[src/shared/bor_pkg.sv]
package bor_pkg;

    // ************************************************************
    // Mode, threshold and timing
    // ************************************************************

    // Brown-out mode field encodings
    typedef enum logic [1:0] {
        BOR_MODE_OFF    = 2'h0,
        BOR_MODE_SW     = 2'h1,
        BOR_MODE_NOSLP  = 2'h2,
        BOR_MODE_ALWAYS = 2'h3
    } bor_mode_t;

    // Boot configuration word as seen by this block
    typedef struct packed {
        logic [1:0] threshold_select;
        bor_mode_t brownout_mode;
        logic powerup_delay_timer_en;
    } bor_cfg_t;

    // Analog side inputs
    typedef struct packed {
        logic below_threshold;
        logic reference_stable_flag;
        logic reference_other_user;
    } bor_ana_t;

    localparam int unsigned BOR_CLK_MHZ = 200;
    // Filter time in ns and power-up delay in us; the filter is fixed, the delay is only a default
    localparam int unsigned BOR_FILTER_NS = 200;
    localparam int unsigned BOR_POWERUP_DELAY_TIMER_US = 66;
    localparam int unsigned BOR_FILTER_CYC = (BOR_FILTER_NS * BOR_CLK_MHZ) / 1000;
    localparam int unsigned BOR_POWERUP_DELAY_TIMER_CYC = BOR_POWERUP_DELAY_TIMER_US * BOR_CLK_MHZ;

    // ************************************************************
    // Register map
    // ************************************************************

    localparam logic [7:0] BOR_ADDR_CTRL = 8'h00;
    localparam logic [7:0] BOR_ADDR_STAT = 8'h04;
    localparam logic [7:0] BOR_ADDR_FLAG = 8'h08;
    localparam logic [7:0] BOR_ADDR_IRQ_STAT = 8'h0c;
    localparam logic [7:0] BOR_ADDR_IRQ_MASK = 8'h10;

    localparam int unsigned BOR_BIT_SWEN = 0;
    localparam int unsigned BOR_BIT_POR_N = 0;
    localparam int unsigned BOR_BIT_BOR_N = 1;
    localparam int unsigned BOR_BIT_REF_OK = 0;
    localparam int unsigned BOR_BIT_DET_ON = 1;
    localparam int unsigned BOR_BIT_IN_RST = 2;
    localparam int unsigned BOR_IRQ_W = 2;
    localparam int unsigned BOR_IRQ_BOR = 0;
    localparam int unsigned BOR_IRQ_REL = 1;

endpackage : bor_pkg

[src/core/bor_ctrl.sv]
// Behaviour
// Enabled mode: qualified dip beyond filter resets
// Reset held while supply below threshold; the code releases it once detection is disabled or the reference drops
// Optional power-up delay after recovery
// Dip during delay restarts brown-out and timer
// Delay timer enable independent of brown-out
// Detector output rearms power-on reset
// Brown-out flag cleared on brown-out/power-on; the code clears it on power-on only while detection is enabled
// Software sets both flags after power-on
// Mode 01: software bit enables detection
// Other modes ignore software bit, read 0
// Threshold only from config field
// Mode 10: detection off in Sleep
// Enable requests reference; active once stable; the code does not request it while reference_other_user is set
// No sensing before reference stable; status bit
// Mode 11: always enabled, even in Sleep
`timescale 1ns/1ps
`default_nettype none
module bor_ctrl
    import bor_pkg::*;
#(
    parameter int unsigned POWERUP_DELAY_TIMER_CYC = BOR_POWERUP_DELAY_TIMER_CYC
) (
    input wire logic I_SYS_CLK,
    input wire logic I_RST_B,
    input wire bor_cfg_t I_CFG,
    input wire bor_ana_t I_ANA,
    input wire logic I_POR_EVENT,
    input wire logic I_SLEEP,
    input wire logic [7:0] I_ADDR,
    input wire logic [31:0] I_WDATA,
    input wire logic I_WR,
    input wire logic I_RD,
    output logic [31:0] O_RDATA,
    output logic [1:0] O_THRESHOLD_SELECT,
    output logic O_DETECTOR_EN,
    output logic O_REFERENCE_REQ,
    output logic O_POR_REARM,
    output logic O_RESET,
    output logic O_IRQ
);

    // ************************************************************
    // State
    // ************************************************************

    typedef enum logic [2:0] {
        ST_RUN   = 3'h1,
        ST_BROWN = 3'h2,
        ST_DELAY = 3'h4
    } bor_state_t;

    bor_state_t state;
    bor_state_t next_state;
    logic sw_brownout_enable;
    logic por_flag_n;
    logic brownout_flag_n;
    logic [BOR_IRQ_W-1:0] irq_stat;
    logic [BOR_IRQ_W-1:0] irq_mask;
    logic [15:0] filt_cnt;
    logic [31:0] powerup_delay_timer_cnt;
    logic want_en;
    logic sense;
    logic dip_ok;
    logic bor_event;
    logic wr_ctrl;
    logic wr_flag;
    logic wr_irq;

    // ************************************************************
    // Enable decode
    // ************************************************************

    // Mode chooses who owns the enable; threshold never comes from software
    always_comb begin
        case (I_CFG.brownout_mode)
            BOR_MODE_SW: want_en = sw_brownout_enable;
            BOR_MODE_NOSLP: want_en = !I_SLEEP;
            BOR_MODE_ALWAYS: want_en = 1'b1;
            default: want_en = 1'b0;
        endcase
    end

    // Sensing only once the reference reports stable
    assign sense = want_en && I_ANA.reference_stable_flag; // see
    assign dip_ok = sense && I_ANA.below_threshold;
    assign bor_event = (state == ST_RUN) && dip_ok && (filt_cnt >= 16'(BOR_FILTER_CYC));
    assign wr_ctrl = I_WR && (I_ADDR == BOR_ADDR_CTRL);
    assign wr_flag = I_WR && (I_ADDR == BOR_ADDR_FLAG);
    assign wr_irq = I_WR && (I_ADDR == BOR_ADDR_IRQ_STAT);

    // Filter counter; a dip shorter than the filter time is forgotten
    always_ff @(posedge I_SYS_CLK or negedge I_RST_B) begin
        if (!I_RST_B) begin
            filt_cnt <= 16'h0;
        end else if (!dip_ok) begin
            filt_cnt <= 16'h0;
        end else if (filt_cnt <= 16'(BOR_FILTER_CYC)) begin
            filt_cnt <= filt_cnt + 16'h1;
        end
    end

    // ************************************************************
    // Reset sequencer
    // ************************************************************

    always_comb begin
        next_state = state;
        case (state)
            ST_RUN: if (bor_event) next_state = ST_BROWN;
            ST_BROWN: begin
                // Held while below; disabling detection also lets go
                if (!dip_ok) begin
                    next_state = I_CFG.powerup_delay_timer_en ? ST_DELAY : ST_RUN; // see
                end
            end
            ST_DELAY: begin
                if (dip_ok) begin
                    next_state = ST_BROWN;
                end else if (powerup_delay_timer_cnt >= POWERUP_DELAY_TIMER_CYC - 1) begin
                    next_state = ST_RUN;
                end
            end
            default: next_state = ST_RUN;
        endcase
    end

    always_ff @(posedge I_SYS_CLK or negedge I_RST_B) begin
        if (!I_RST_B) begin
            state <= ST_RUN;
        end else begin
            state <= next_state;
        end
    end

    // Power-up delay counter, reinitialised whenever not delaying
    always_ff @(posedge I_SYS_CLK or negedge I_RST_B) begin
        if (!I_RST_B) begin
            powerup_delay_timer_cnt <= 32'h0;
        end else if (state != ST_DELAY || dip_ok) begin
            powerup_delay_timer_cnt <= 32'h0;
        end else begin
            powerup_delay_timer_cnt <= powerup_delay_timer_cnt + 32'h1;
        end
    end

    // ************************************************************
    // Software register state
    // ************************************************************

    // Software enable bit only exists in software mode
    always_ff @(posedge I_SYS_CLK or negedge I_RST_B) begin
        if (!I_RST_B) begin
            sw_brownout_enable <= 1'b0;
        end else if (I_CFG.brownout_mode != BOR_MODE_SW) begin
            sw_brownout_enable <= 1'b0;
        end else if (wr_ctrl) begin
            sw_brownout_enable <= I_WDATA[BOR_BIT_SWEN];
        end
    end

    // Event clears beat a software set in the same cycle
    always_ff @(posedge I_SYS_CLK or negedge I_RST_B) begin
        if (!I_RST_B) begin
            por_flag_n <= 1'b0;
            brownout_flag_n <= 1'b0;
        end else begin
            if (I_POR_EVENT) begin
                por_flag_n <= 1'b0;
            end else if (wr_flag && I_WDATA[BOR_BIT_POR_N]) begin
                por_flag_n <= 1'b1;
            end
            if ((bor_event || I_POR_EVENT) && want_en) begin
                brownout_flag_n <= 1'b0;
            end else if (wr_flag && I_WDATA[BOR_BIT_BOR_N]) begin
                brownout_flag_n <= 1'b1;
            end
        end
    end

    // Sticky events: brown-out entry and reset release; set beats clear
    always_ff @(posedge I_SYS_CLK or negedge I_RST_B) begin
        if (!I_RST_B) begin
            irq_stat <= '0;
            irq_mask <= '0;
        end else begin
            irq_stat[BOR_IRQ_BOR] <= bor_event
                || (irq_stat[BOR_IRQ_BOR] && !(wr_irq && I_WDATA[BOR_IRQ_BOR]));
            irq_stat[BOR_IRQ_REL] <= (state != ST_RUN && next_state == ST_RUN)
                || (irq_stat[BOR_IRQ_REL] && !(wr_irq && I_WDATA[BOR_IRQ_REL]));
            if (I_WR && I_ADDR == BOR_ADDR_IRQ_MASK) begin
                irq_mask <= I_WDATA[BOR_IRQ_W-1:0];
            end
        end
    end

    // ************************************************************
    // Read port and outputs
    // ************************************************************

    // Unmapped addresses read zero
    always_ff @(posedge I_SYS_CLK or negedge I_RST_B) begin
        if (!I_RST_B) begin
            O_RDATA <= 32'h0;
        end else if (!I_RD) begin
            O_RDATA <= 32'h0;
        end else if (I_ADDR == BOR_ADDR_CTRL) begin
            O_RDATA <= {31'h0, sw_brownout_enable};
        end else if (I_ADDR == BOR_ADDR_STAT) begin
            O_RDATA <= {29'h0, state != ST_RUN, sense, I_ANA.reference_stable_flag};
        end else if (I_ADDR == BOR_ADDR_FLAG) begin
            O_RDATA <= {30'h0, brownout_flag_n, por_flag_n};
        end else if (I_ADDR == BOR_ADDR_IRQ_STAT) begin
            O_RDATA <= {30'h0, irq_stat};
        end else if (I_ADDR == BOR_ADDR_IRQ_MASK) begin
            O_RDATA <= {30'h0, irq_mask};
        end else begin
            O_RDATA <= 32'h0;
        end
    end

    // Registered outputs toward the analog side and core reset
    always_ff @(posedge I_SYS_CLK or negedge I_RST_B) begin
        if (!I_RST_B) begin
            O_THRESHOLD_SELECT <= 2'h0;
            O_DETECTOR_EN <= 1'b0;
            O_REFERENCE_REQ <= 1'b0;
            O_POR_REARM <= 1'b0;
            O_RESET <= 1'b1;
            O_IRQ <= 1'b0;
        end else begin
            O_THRESHOLD_SELECT <= I_CFG.threshold_select;
            O_DETECTOR_EN <= want_en;
            O_REFERENCE_REQ <= want_en && !I_ANA.reference_other_user;
            O_POR_REARM <= dip_ok;
            O_RESET <= (next_state != ST_RUN);
            O_IRQ <= |(irq_stat & irq_mask);
        end
    end

    // ************************************************************
    // Checks
    // ************************************************************

    a_reset_held: assert property (@(posedge I_SYS_CLK) disable iff (!I_RST_B)
        (state == ST_BROWN && dip_ok) |=> O_RESET)
        else $error("reset released while below threshold");
    a_swen_reads_zero: assert property (@(posedge I_SYS_CLK) disable iff (!I_RST_B)
        (I_CFG.brownout_mode != BOR_MODE_SW) |=> !sw_brownout_enable)
        else $error("sw enable set outside software mode");
    a_no_sense_unstable: assert property (@(posedge I_SYS_CLK) disable iff (!I_RST_B)
        !I_ANA.reference_stable_flag |-> !bor_event)
        else $error("brown-out sensed before reference stable");
    a_dip_restarts: assert property (@(posedge I_SYS_CLK) disable iff (!I_RST_B)
        (state == ST_DELAY && dip_ok) |=> (state == ST_BROWN && powerup_delay_timer_cnt == 32'h0))
        else $error("dip during delay did not restart");
    a_off_no_event: assert property (@(posedge I_SYS_CLK) disable iff (!I_RST_B)
        (I_CFG.brownout_mode == BOR_MODE_OFF) |-> !bor_event)
        else $error("brown-out in off mode");
    a_sleep_disables: assert property (@(posedge I_SYS_CLK) disable iff (!I_RST_B)
        (I_CFG.brownout_mode == BOR_MODE_NOSLP && I_SLEEP) |=> !O_DETECTOR_EN)
        else $error("detector on in sleep");
    a_always_on: assert property (@(posedge I_SYS_CLK) disable iff (!I_RST_B)
        (I_CFG.brownout_mode == BOR_MODE_ALWAYS) |=> O_DETECTOR_EN)
        else $error("detector off in always mode");
    a_flag_cleared: assert property (@(posedge I_SYS_CLK) disable iff (!I_RST_B)
        bor_event |=> !brownout_flag_n)
        else $error("brown-out flag not cleared");
    a_no_delay_skip: assert property (@(posedge I_SYS_CLK) disable iff (!I_RST_B)
        (state == ST_BROWN && !dip_ok && !I_CFG.powerup_delay_timer_en) |=> state == ST_RUN)
        else $error("delay used while disabled");

endmodule : bor_ctrl
`default_nettype wire

[config.mk]
export PLATFORM = sky130hd
export DESIGN_NAME = bor_ctrl
export DESIGN_NICKNAME = d
export VERILOG_FILES = /design/src/shared/bor_pkg.sv /design/src/core/bor_ctrl.sv
export SDC_FILE = /design/constraint.sdc
export NUM_CORES = 1
export LEC_CHECK = 0
export ABC_AREA = 0
export BUFFER_PORTS_ARGS = -buffer_cell sky130_fd_sc_hd__buf_2
export CAP_MARGIN = 20
export CELL_PAD_IN_SITES_DETAIL_PLACEMENT = 0
export CELL_PAD_IN_SITES_GLOBAL_PLACEMENT = 1
export CORE_ASPECT_RATIO = 0.6
export CORE_MARGIN = 2
export CORE_UTILIZATION = 40
export DETAILED_ROUTE_END_ITERATION = 12
export PLACE_DENSITY = 0.88
export SLEW_MARGIN = 30
export SYNTH_ARGS = -nofsm -noshare
export SYNTH_HDL_FRONTEND = slang
export SYNTH_SLANG_ARGS = --single-unit
export TNS_END_PERCENT = 30
[constraint.sdc]
create_clock -name I_SYS_CLK -period 2.6 [get_ports I_SYS_CLK]
set_input_delay 0.26 -clock I_SYS_CLK [delete_from_list [all_inputs] [get_ports I_SYS_CLK]]
set_output_delay 0.26 -clock I_SYS_CLK [all_outputs]
set_load 0.01 [all_outputs]
==> results of run 1 <==
==> critical path: stages, from the launching register on <==
cell	delay, ns
dfrtp_1	0.39
ha_1	0.25
and3_4	0.21
or4_1	0.44
a311o_1	0.44
a221oi_2	0.37
o21ai_1	0.09
==> cell type report <==
| type | count | area, um^2 |
|---|---|---|
| fillers | 786 | 4430 |
| flip-flops and latches | 68 | 1700 |
| multi-input cells | 259 | 1570 |
| clock buffers | 12 | 267 |
| repair buffers | 38 | 218 |
| well taps | 112 | 140 |
| clock inverters | 4 | 70.1 |
| inverters | 8 | 30.0 |
==> cells by family (layout without fill, tap and decap cells) <==
group	after synthesis	after routing	synth area share (%)
fa+ha+maj	3	3	1.09
compound gates	37	37	7.77
simple gates	158	158	25.0
xor+xnor	27	27	6.86
flops	68	68	49.4
other cells	1	29	0.109
buf+inv	45	62	8.17
mux	5	5	1.52
==> sequential cells by signal (all words and copies together) (netlist names) <==
signal	flops
O_IRQ	1
O_RDATA	3
O_THRESHOLD_SELECT	2
state	3
brownout_flag_n	1
powerup_delay_timer_cnt	32
O_RESET	1
O_POR_REARM	1
filt_cnt	16
O_REFERENCE_REQ	1
por_flag_n	1
sw_brownout_enable	1
irq_mask	2
irq_stat	2
O_DETECTOR_EN	1
==> layer usage <==
layer / up-vias / GRT usage (%) / wire, um / share of wire, %
met3: 11 / 6.55 / 456 / 6.7
met4: 0 / 4.43 / 77 / 1.1
met1: 1179 / 24.2 / 3600 / 53
met5: - / 0 / 0 / 0
met2: 56 / 20.1 / 2650 / 39
li1: 1237 / - / - / -
==> power by group through the flow <==
stage	sequential [uW]	combinational, uW	clock [uW]
2_1_floorplan	1090	75.2	0
3_3_place_gp	1090	103	0
3_5_place_dp	1090	104	0
4_1_cts	1070	107	1380
5_1_grt	1070	118	1430
6_report	1070	105	1350
==> through the flow <==
stage	total power [uW]	worst slack [ns]	area, um^2
after detailed placement	1190	0.305	3650
after floorplan	1170	0.527	3550
after CTS	2560	0.301	4000
after global routing	2620	0.174	4000
final	2530	0.305	4000
after global placement	1190	0.322	3650
==> final timing paths <==
path | start | end | slack (ns) | cells past startpoint
max in group asynchronous | I_RST_B | powerup_delay_timer_cnt[3]$_DFF_PN0_ | 1.45 | 3
hold / removal | I_CFG[3] | O_THRESHOLD_SELECT[0]$_DFF_PN0_ | 0.03 | 1
min in group asynchronous | I_RST_B | O_REFERENCE_REQ$_DFF_PN0_ | 0.49 | 2
setup reg to reg | powerup_delay_timer_cnt[0]$_DFF_PN0_ | irq_stat[1]$_DFF_PN0_ | 0.31 | 6
setup / recovery | powerup_delay_timer_cnt[0]$_DFF_PN0_ | irq_stat[1]$_DFF_PN0_ | 0.31 | 6
hold reg to reg | powerup_delay_timer_cnt[0]$_DFF_PN0_ | powerup_delay_timer_cnt[0]$_DFF_PN0_ | 0.46 | 1
==> cells in the mapped netlist, types with 3 or more instances <==
master	n
a21oi_1	5
nor4_1	7
dfrtp_1	66
o21ai_0	5
nand2b_1	4
inv_1	6
nor2_1	39
and2_1	14
xnor2_1	8
mux2i_1	3
clkbuf_1	5
nand2_1	27
nor3_1	7
a41oi_1	3
or4_1	6
nand4_1	10
buf_4	29
nand3_1	15
o31ai_1	3
buf_2	3
o21a_1	3
ha_1	3
xor2_1	19
and4_1	5
and3_1	8
o211ai_1	4
==> repair_timing <==
item / 4_1_cts / 5_1_grt
hold endpoints to repair: 26 / 0
gates resized for setup: 0 / 0
hold buffers: 1 / 0
==> reports/qor.csv, run 1 <==
stage,metric,value,unit
die,core,8430,um^2
logic_synthesis,synth-seq-cells,68,
sta,clock.fmax,436,MHz
sta,grt_setup_unrepaired,no,
critical_path,crit_fanout,3,
logic_synthesis,synth.largest_area_cell,dfrtp_1,
placement,dp.cells,484,
global_route,grt_use_total,15.8,%
placement,place_congestion,0.821,
run_status,status,"finished, final reports clean",
layout,fin_util,47.4,%
clock_tree,cts-buffers-inserted,9,
critical_path,cp_data_arrival_time,2.51,ns
critical_path,start_kind,flip-flop,
routing,ant_nets,0,
routing,drtIter0Drc,152,
die,row_count,26,
logic_synthesis,synth_ff_type,dfrtp_1,
sta,finalCritPeriodShare,88.3,%
clock_tree,cts_sinks,68,
die,initial_utilization,40.9,%
logic_synthesis,async_reset_ff_share,100,%
clock_tree,postCtsSetupBuffers,0,
flow_run,cap_violations,0,
sta,hold-worst-slack,0.0345,ns
clock_tree,clk_latency,0.33,ns
routing,via_per_inst,4.96,
sta,fin_setup_tns,0,ns
power_and_ir_drop,leakagePower,0.00185,uW
logic_synthesis,synth_top_area_share,47.9,%
clock_tree,cts_tree,built,
sta,finalSetupViolCount,0,
die,pin_count,93,
global_route,grt_pass1_vias,2294,
sta,fin_crit,2.29,ns
power_and_ir_drop,ir_drop,0.424,mV
routing,via_count,2483,
logic_synthesis,netlist_area,3450,um^2
layout,layout_commonest_cell,dfrtp_1,
layout,layout-drive-gt1-share,17.5,%
worst_hold_path,min_path_type,input port to flip-flop,
die,die_h,75.9,um
power_and_ir_drop,p_per_area,633,nW/um^2
logic_synthesis,synth.top_cells.by_area,"dfrtp_1 48%, buf_4 6.3%, xor2_1 4.8%",
global_route,grt-ovfl-total,0,
layout,num_antenna_cells,0,
critical_path,crit_path_end_kind,flip-flop,
sta,finalHoldViolCount,0,
logic_synthesis,ys_types,55,
routing,drcViolationCount,0,
placement,dp_hpwl,4750,um
sta,tightestPinTransition,0.659,ns
power_and_ir_drop,p_int,2010,uW
clock_tree,clk_pin_slew,0.06,ns
routing,routed_wl,6780,um
critical_path,worstSetupPathType,flip-flop to flip-flop,
clock_tree,clockBufferDepth,2,
power_and_ir_drop,p_clk_share,53.5,%
power_and_ir_drop,p_sw,518,uW
sta,max-slew-margin-rel,56.1,%
layout,syn_to_final_growth,15.9,%
global_route,grt_max_degree,41,
logic_synthesis,synth_area_per_cell,10.0,um^2
sta,drv_slew,0,
layout,fin_nets,441,
layout,mostFrequentLayoutCells,"66 x dfrtp_1, 39 x nor2_1, 33 x buf_2, 29 x conb_1, 27 x nand2_1",
power_and_ir_drop,seq_power_share,42.4,%
die,die_x,124,um
placement,port_buffers,33,
clock_tree,ctsHtreeMaxLevel,3,
logic_synthesis,seq_area_frac_synth,49.4,%
logic_synthesis,yosysWarnings,0,
routing,wl_per_cell,13.5,um
sta,fin_skew,0.00594,ns
global_route,grt_antenna_before_repair,0,
power_and_ir_drop,p_sw_share,20.5,%
routing,first_pass_iters,5,
global_route,grt_pass1_wl,11300,um
layout,final_cells,501,
clock_tree,clockRootBuffer,clkbuf_16,
logic_synthesis,synth_edf_count,0,
power_and_ir_drop,p_comb_share,4.1,%
critical_path,crit_required,2.81,ns
logic_synthesis,syn_inst,344,
die,dieArea,9400,um^2
(Power assumes the default switching activity.)
==> run 2: changes to the inputs <==
REMOVE_ABC_BUFFERS = 1   (was default)
==> run 2 against run 1 <==
Against the previous run:
- global-route usage is 0.25 points higher
- clock power is 21% lower
- setup slack worse by 0.025 ns
- clock skew is 0.0021 ns higher
- largest power group is now registers
- largest cell class unchanged
- cell count stayed put
- first-iteration DRC count is 78% higher
- register-to-register slack worse by 0.03 ns
- fmax is 1.1% lower
- non-clock buffer count is 1 higher
- clock-buffer cell count is 3 higher
==> reports/qor.csv, run 2 (synthesis gave the netlist of run 1 again) <==
stage,metric,value,unit,change
run_status,status,"finished, final reports clean",,
critical_path,crit_path_end_kind,flip-flop,,
sta,max-slew-margin-rel,59.1,%,+3.1 points
worst_hold_path,min_path_type,input port to flip-flop,,
power_and_ir_drop,p_per_area,574,nW/um^2,-9.3%
routing,wl_per_cell,13.7,um,+1.6%
global_route,grt_use_total,16.1,%,+0.25 points
die,die_x,124,um,unchanged
worst_hold_path,hold_start,I_CFG[3],,
clock_tree,post_cts_resized,0,,unchanged
layout,seqCellArea,1700,um^2,unchanged
global_route,grt-ovfl-total,0,,unchanged
critical_path,r2r_slack,0.28,ns,-0.03 ns
flow_run,cap_violations,0,,unchanged
placement,post-place-ws,0.280,ns,-0.0243 ns
sta,finalCritPeriodShare,89.2,%,+0.97 points
die,initial_utilization,40.9,%,unchanged
critical_path,crit_fanout,3,,unchanged
sta,grt_setup_unrepaired,no,,
routing,via_count,2510,,+1.1%
layout,fin_nets,442,,+0.23%
sta,clock.fmax,431,MHz,-1.1%
clock_tree,hold_buffers,1,,unchanged
global_route,grt_pass1_wl,11800,um,+3.8%
sta,finalSetupViolCount,0,,unchanged
layout,fin_area,3910,um^2,-2.1%
global_route,grt_max_degree,29,,-29%
global_route,grt_pass1_vias,2354,,+2.6%
layout,mostFrequentLayoutCells,"66 x dfrtp_1, 39 x nor2_1, 33 x buf_2, 29 x conb_1, 27 x nand2_1",,
routing,ant_nets,0,,unchanged
placement,place_congestion,0.837,,+1.9%
layout,layout-drive-gt1-share,16.2,%,-1.3 points
placement,dp_hpwl,4900,um,+3.2%
routing,routed_wl,6890,um,+1.6%
clock_tree,clockRootBuffer,clkbuf_16,,
layout,largest_registers,"powerup_delay_timer_cnt (32), filt_cnt (16)",,
routing,drcViolationCount,0,,unchanged
die,pin_count,93,,unchanged
sta,fin_setup_tns,0,ns,unchanged
sta,fin_crit,2.32,ns,+0.0253 ns
clock_tree,clk_pin_slew,0.05,ns,about the same
layout,fillers,809,,+2.9%
critical_path,start_kind,flip-flop,,
die,die_h,75.9,um,unchanged
sta,finalHoldViolCount,0,,unchanged
routing,via_per_inst,5.01,,+1.1%
clock_tree,clk_latency,0.33,ns,about the same
layout,layout_commonest_cell,dfrtp_1,,
placement,dpl-instance-area,3640,um^2,-0.14%
critical_path,reg2reg_from,powerup_delay_timer_cnt[0]$_DFF_PN0_,,
die,dieArea,9400,um^2,unchanged
sta,hold-worst-slack,0.0433,ns,+0.00877 ns
sta,tightestPinTransition,0.611,ns,-0.0482 ns
clock_tree,cts_tree,built,,
worst_hold_path,whs_path_depth,1,,unchanged
layout,largest_reg_flops,32,,unchanged
worst_hold_path,hold_end,O_THRESHOLD_SELECT[0]$_DFF_PN0_,,
critical_path,cp_data_arrival_time,2.52,ns,about the same
clock_tree,cts_sinks,68,,unchanged
layout,top_register,powerup_delay_timer_cnt,,
placement,port_buffers,33,,unchanged
critical_path,crit_required,2.80,ns,about the same
clock_tree,cts-buffers-inserted,9,,unchanged
layout,syn_to_final_growth,13.5,%,
critical_path,worstSetupPathType,flip-flop to flip-flop,,
die,core,8430,um^2,unchanged
sta,fin_ws,0.280,ns,-0.0253 ns
sta,fin_skew,0.00801,ns,+0.00207 ns
layout,multiInputGateArea,1570,um^2,unchanged
global_route,grt_antenna_before_repair,0,,unchanged
routing,first_pass_iters,5,,unchanged
routing,drtIter0Drc,271,,+78%
clock_tree,postCtsSetupBuffers,0,,unchanged
critical_path,rr_worst_depth,6,,unchanged
layout,num_antenna_cells,0,,unchanged
clock_tree,clockBufferDepth,2,,unchanged
critical_path,reg2reg_to,irq_stat[1]$_DFF_PN0_,,
power_and_ir_drop,ir_drop,0.317,mV,-25%
clock_tree,ctsHtreeMaxLevel,3,,unchanged
power_and_ir_drop,leakagePower,0.00181,uW,-2.4%
die,row_count,26,,unchanged
sta,drv_slew,0,,unchanged
[run 2: worst max path at each step]
stage	start	end	slack, ns	depth (start not counted)
CTS	powerup_delay_timer_cnt[0]$_DFF_PN0_	irq_stat[1]$_DFF_PN0_	0.27	6
detailed placement	powerup_delay_timer_cnt[0]$_DFF_PN0_	irq_stat[1]$_DFF_PN0_	0.28	6
finish	powerup_delay_timer_cnt[0]$_DFF_PN0_	irq_stat[1]$_DFF_PN0_	0.28	6
floorplan	powerup_delay_timer_cnt[0]$_DFF_PN0_	irq_stat[1]$_DFF_PN0_	0.53	6
global route	powerup_delay_timer_cnt[0]$_DFF_PN0_	irq_stat[1]$_DFF_PN0_	0.16	6
global placement	powerup_delay_timer_cnt[0]$_DFF_PN0_	irq_stat[1]$_DFF_PN0_	0.31	6
[run 2: where the power goes]
part / internal [uW] / switching [uW] / total, uW
Combinational: 29.7 / 73.2 / 103
Sequential: 1070 / 3.93 / 1070
Clock: 667 / 404 / 1070
Total: 1760 / 481 / 2250
[run 2: cell type report]
class / count / share of cell area, %
timing repair buffer: 39 / 5.44
inverter: 8 / 0.768
multi-input combinational: 259 / 40.1
clock buffer: 15 / 6.59
tap: 112 / 3.58
sequential: 68 / 43.6
[run 2: per-layer routing]
metal | vias to the layer above | track usage, % | part of all wire (%)
met4 | 0 | 3.75 | 1.2
met5 | - | 0 | 0
met2 | 63 | 21.0 | 41
met3 | 8 | 6.55 | 6.0
li1 | 1236 | - | -
met1 | 1203 | 24.4 | 52
[run 2: through the flow]
step | utilization, % | std cells | total power, uW
floorplan | - | 335 | 1130
global placement | 43.2 | 485 | 1190
finish | 46.4 | 501 | 2250
CTS | 46.4 | 501 | 2270
global route | 46.4 | 501 | 2340
detailed placement | 43.2 | 485 | 1190
[run 2: worst max-delay path: stages, from the launching register on]
cell      delay (ns)
dfrtp_1         0.39
ha_1            0.25
and3_4          0.20
or4_1           0.43
a311o_1         0.42
a221oi_2        0.40
o21ai_1         0.09
==> run 3: changes to the inputs <==
CAP_MARGIN = 30   (was 20)
CTS_BUF_LIST = sky130_fd_sc_hd__clkbuf_16   (was default)
RECOVER_POWER = 50   (was default)
==> run 3 against run 2 <==
Against the previous run:
- first-iteration DRC count shrank 13%
- sequential share of layout area up 0.37 points
- global-route usage did not move
- critical path type unchanged
==> reports/qor.csv, run 3 (synthesis gave the netlist of run 1 again) <==
stage,metric,value,unit,change
power_and_ir_drop,leakagePower,0.00178,uW,-1.4%
worst_hold_path,hold_start,I_CFG[3],,
routing,drtIter0Drc,235,,-13%
routing,routed_wl,6910,um,+0.39%
sta,tightestPinTransition,1.37,ns,+0.758 ns
critical_path,crit_fanout,3,,unchanged
layout,syn_to_final_growth,12.5,%,
sta,finalHoldViolCount,0,,unchanged
sta,hold-worst-slack,0.0456,ns,+0.00230 ns
critical_path,reg2reg_from,powerup_delay_timer_cnt[0]$_DFF_PN0_,,
routing,ant_nets,0,,unchanged
placement,port_buffers,33,,unchanged
global_route,grt_pass1_wl,11800,um,unchanged
clock_tree,clockRootBuffer,clkbuf_16,,
layout,final_cells,501,,unchanged
critical_path,reg2reg_to,irq_stat[1]$_DFF_PN0_,,
routing,via_count,2518,,+0.32%
clock_tree,clockBufferDepth,2,,unchanged
layout,largest_registers,"powerup_delay_timer_cnt (32), filt_cnt (16)",,
sta,fin_ws,0.259,ns,-0.0212 ns
sta,drv_slew,0,,unchanged
clock_tree,cts-buffers-inserted,9,,unchanged
die,pin_count,93,,unchanged
global_route,grt_use_total,16.1,%,unchanged
global_route,grt-ovfl-total,0,,unchanged
clock_tree,clk_latency,0.33,ns,about the same
sta,fin_skew,0.00897,ns,+0.000956 ns
placement,place_congestion,0.837,,unchanged
placement,dp.cells,485,,unchanged
global_route,grt_antenna_before_repair,0,,unchanged
clock_tree,cts_tree,built,,
critical_path,crit_required,2.80,ns,about the same
sta,max-slew-margin-rel,8.75,%,-50 points
worst_hold_path,whs_path_depth,1,,unchanged
die,core,8430,um^2,unchanged
die,die_h,75.9,um,unchanged
worst_hold_path,hold_end,O_THRESHOLD_SELECT[0]$_DFF_PN0_,,
critical_path,worstSetupPathType,flip-flop to flip-flop,,
die,dieArea,9400,um^2,unchanged
power_and_ir_drop,p_per_area,566,nW/um^2,-1.5%
critical_path,crit_path_end_kind,flip-flop,,
critical_path,start_kind,flip-flop,,
layout,top_register,powerup_delay_timer_cnt,,
layout,mostFrequentLayoutCells,"66 x dfrtp_1, 39 x nor2_1, 29 x conb_1, 27 x nand2_1, 22 x buf_2",,
sta,fin_setup_tns,0,ns,unchanged
flow_run,cap_violations,0,,unchanged
critical_path,rr_worst_depth,6,,unchanged
layout,layout_commonest_cell,dfrtp_1,,
run_status,status,"finished, final reports clean",,
routing,wl_per_cell,13.8,um,+0.39%
sta,fin_crit,2.34,ns,+0.0212 ns
die,die_x,124,um,unchanged
die,row_count,26,,unchanged
clock_tree,ctsHtreeMaxLevel,3,,unchanged
layout,fin_nets,442,,unchanged
routing,via_per_inst,5.03,,+0.32%
power_and_ir_drop,ir_drop,0.315,mV,-0.49%
worst_hold_path,min_path_type,input port to flip-flop,,
sta,finalSetupViolCount,0,,unchanged
layout,largest_reg_flops,32,,unchanged
clock_tree,postCtsSetupBuffers,0,,unchanged
clock_tree,cts_sinks,68,,unchanged
critical_path,cp_data_arrival_time,2.54,ns,+0.02 ns
global_route,grt_max_degree,29,,unchanged
routing,first_pass_iters,4,,-1
routing,drcViolationCount,0,,unchanged
sta,finalCritPeriodShare,90.0,%,+0.82 points
placement,post-place-ws,0.280,ns,unchanged
critical_path,startpoint,powerup_delay_timer_cnt[0]$_DFF_PN0_,,
layout,num_antenna_cells,0,,unchanged
critical_path,r2r_slack,0.26,ns,-0.02 ns
global_route,grt_pass1_vias,2354,,unchanged
sta,grt_setup_unrepaired,no,,
layout,layout-drive-gt1-share,12.6,%,-3.6 points
clock_tree,clk_pin_slew,0.05,ns,about the same
die,initial_utilization,40.9,%,unchanged
placement,dp_hpwl,4900,um,unchanged
power_and_ir_drop,finalPower,2190,uW,-2.3%
layout,fillers,819,,+1.2%
sta,clock.fmax,427,MHz,-0.91%
## run 3: cell types whose count changed in the layout (fill, tap and decap cells not counted), sizes merged
cell	previous run	this run
buf	38	25
clkinv	0	1
clkbuf	15	22
inv	8	13
## run 3: worst max-delay path: stages, from the launching register on
cell,delay [ns]
dfrtp_1,0.39
ha_1,0.25
and3_4,0.20
or4_1,0.44
a311o_1,0.43
a221oi_2,0.41
o21ai_1,0.09
## run 3: how the worst max path moves through the flow
stage	end	slack (ns)	depth (start not counted)
finish	irq_stat[1]$_DFF_PN0_	0.26	6
floorplan	irq_stat[1]$_DFF_PN0_	0.53	6
global route	irq_stat[1]$_DFF_PN0_	0.12	8
CTS	irq_stat[1]$_DFF_PN0_	0.27	6
detailed placement	irq_stat[1]$_DFF_PN0_	0.28	6
global placement	irq_stat[1]$_DFF_PN0_	0.31	6
## run 3: final cells by class
type,instances,area (um^2),share of cell area (%)
timing repair buffer,39,194,5.00
tap,112,140,3.61
sequential,68,1700,43.9
inverter,8,30.0,0.774
clock inverter,6,22.5,0.581
clock buffer,9,225,5.81
multi-input combinational,259,1560,40.3
## run 3: through the flow
stage | area [um^2] | util (%)
4_1_cts | 3900 | 46.3
5_1_grt | 3880 | 46.0
3_5_place_dp | 3640 | 43.2
3_3_place_gp | 3640 | 43.2
6_report | 3880 | 46.0
2_1_floorplan | 3300 | -
## run 3: timing repair
action / CTS / global route
hold buffers: 1 / 0
resized for setup: 0 / 0
endpoints found under the hold margin: 22 / 0
## run 3: routing by layer
layer	track usage (%)	share of wire (%)	up-vias
li1	-	-	1237
met1	24.4	54	1214
met2	21.0	40	59
met3	6.55	4.7	8
met4	3.75	1.2	0
met5	0	0	-
## run 3: power by group
part / leakage, uW / total [uW] / switching (uW) / internal [uW]
Sequential: 0.000931 / 1070 / 4.10 / 1070
Combinational: 0.000714 / 99.6 / 72.6 / 27.0
Clock: 0.000139 / 1020 / 405 / 617
Total: 0.00178 / 2190 / 482 / 1710
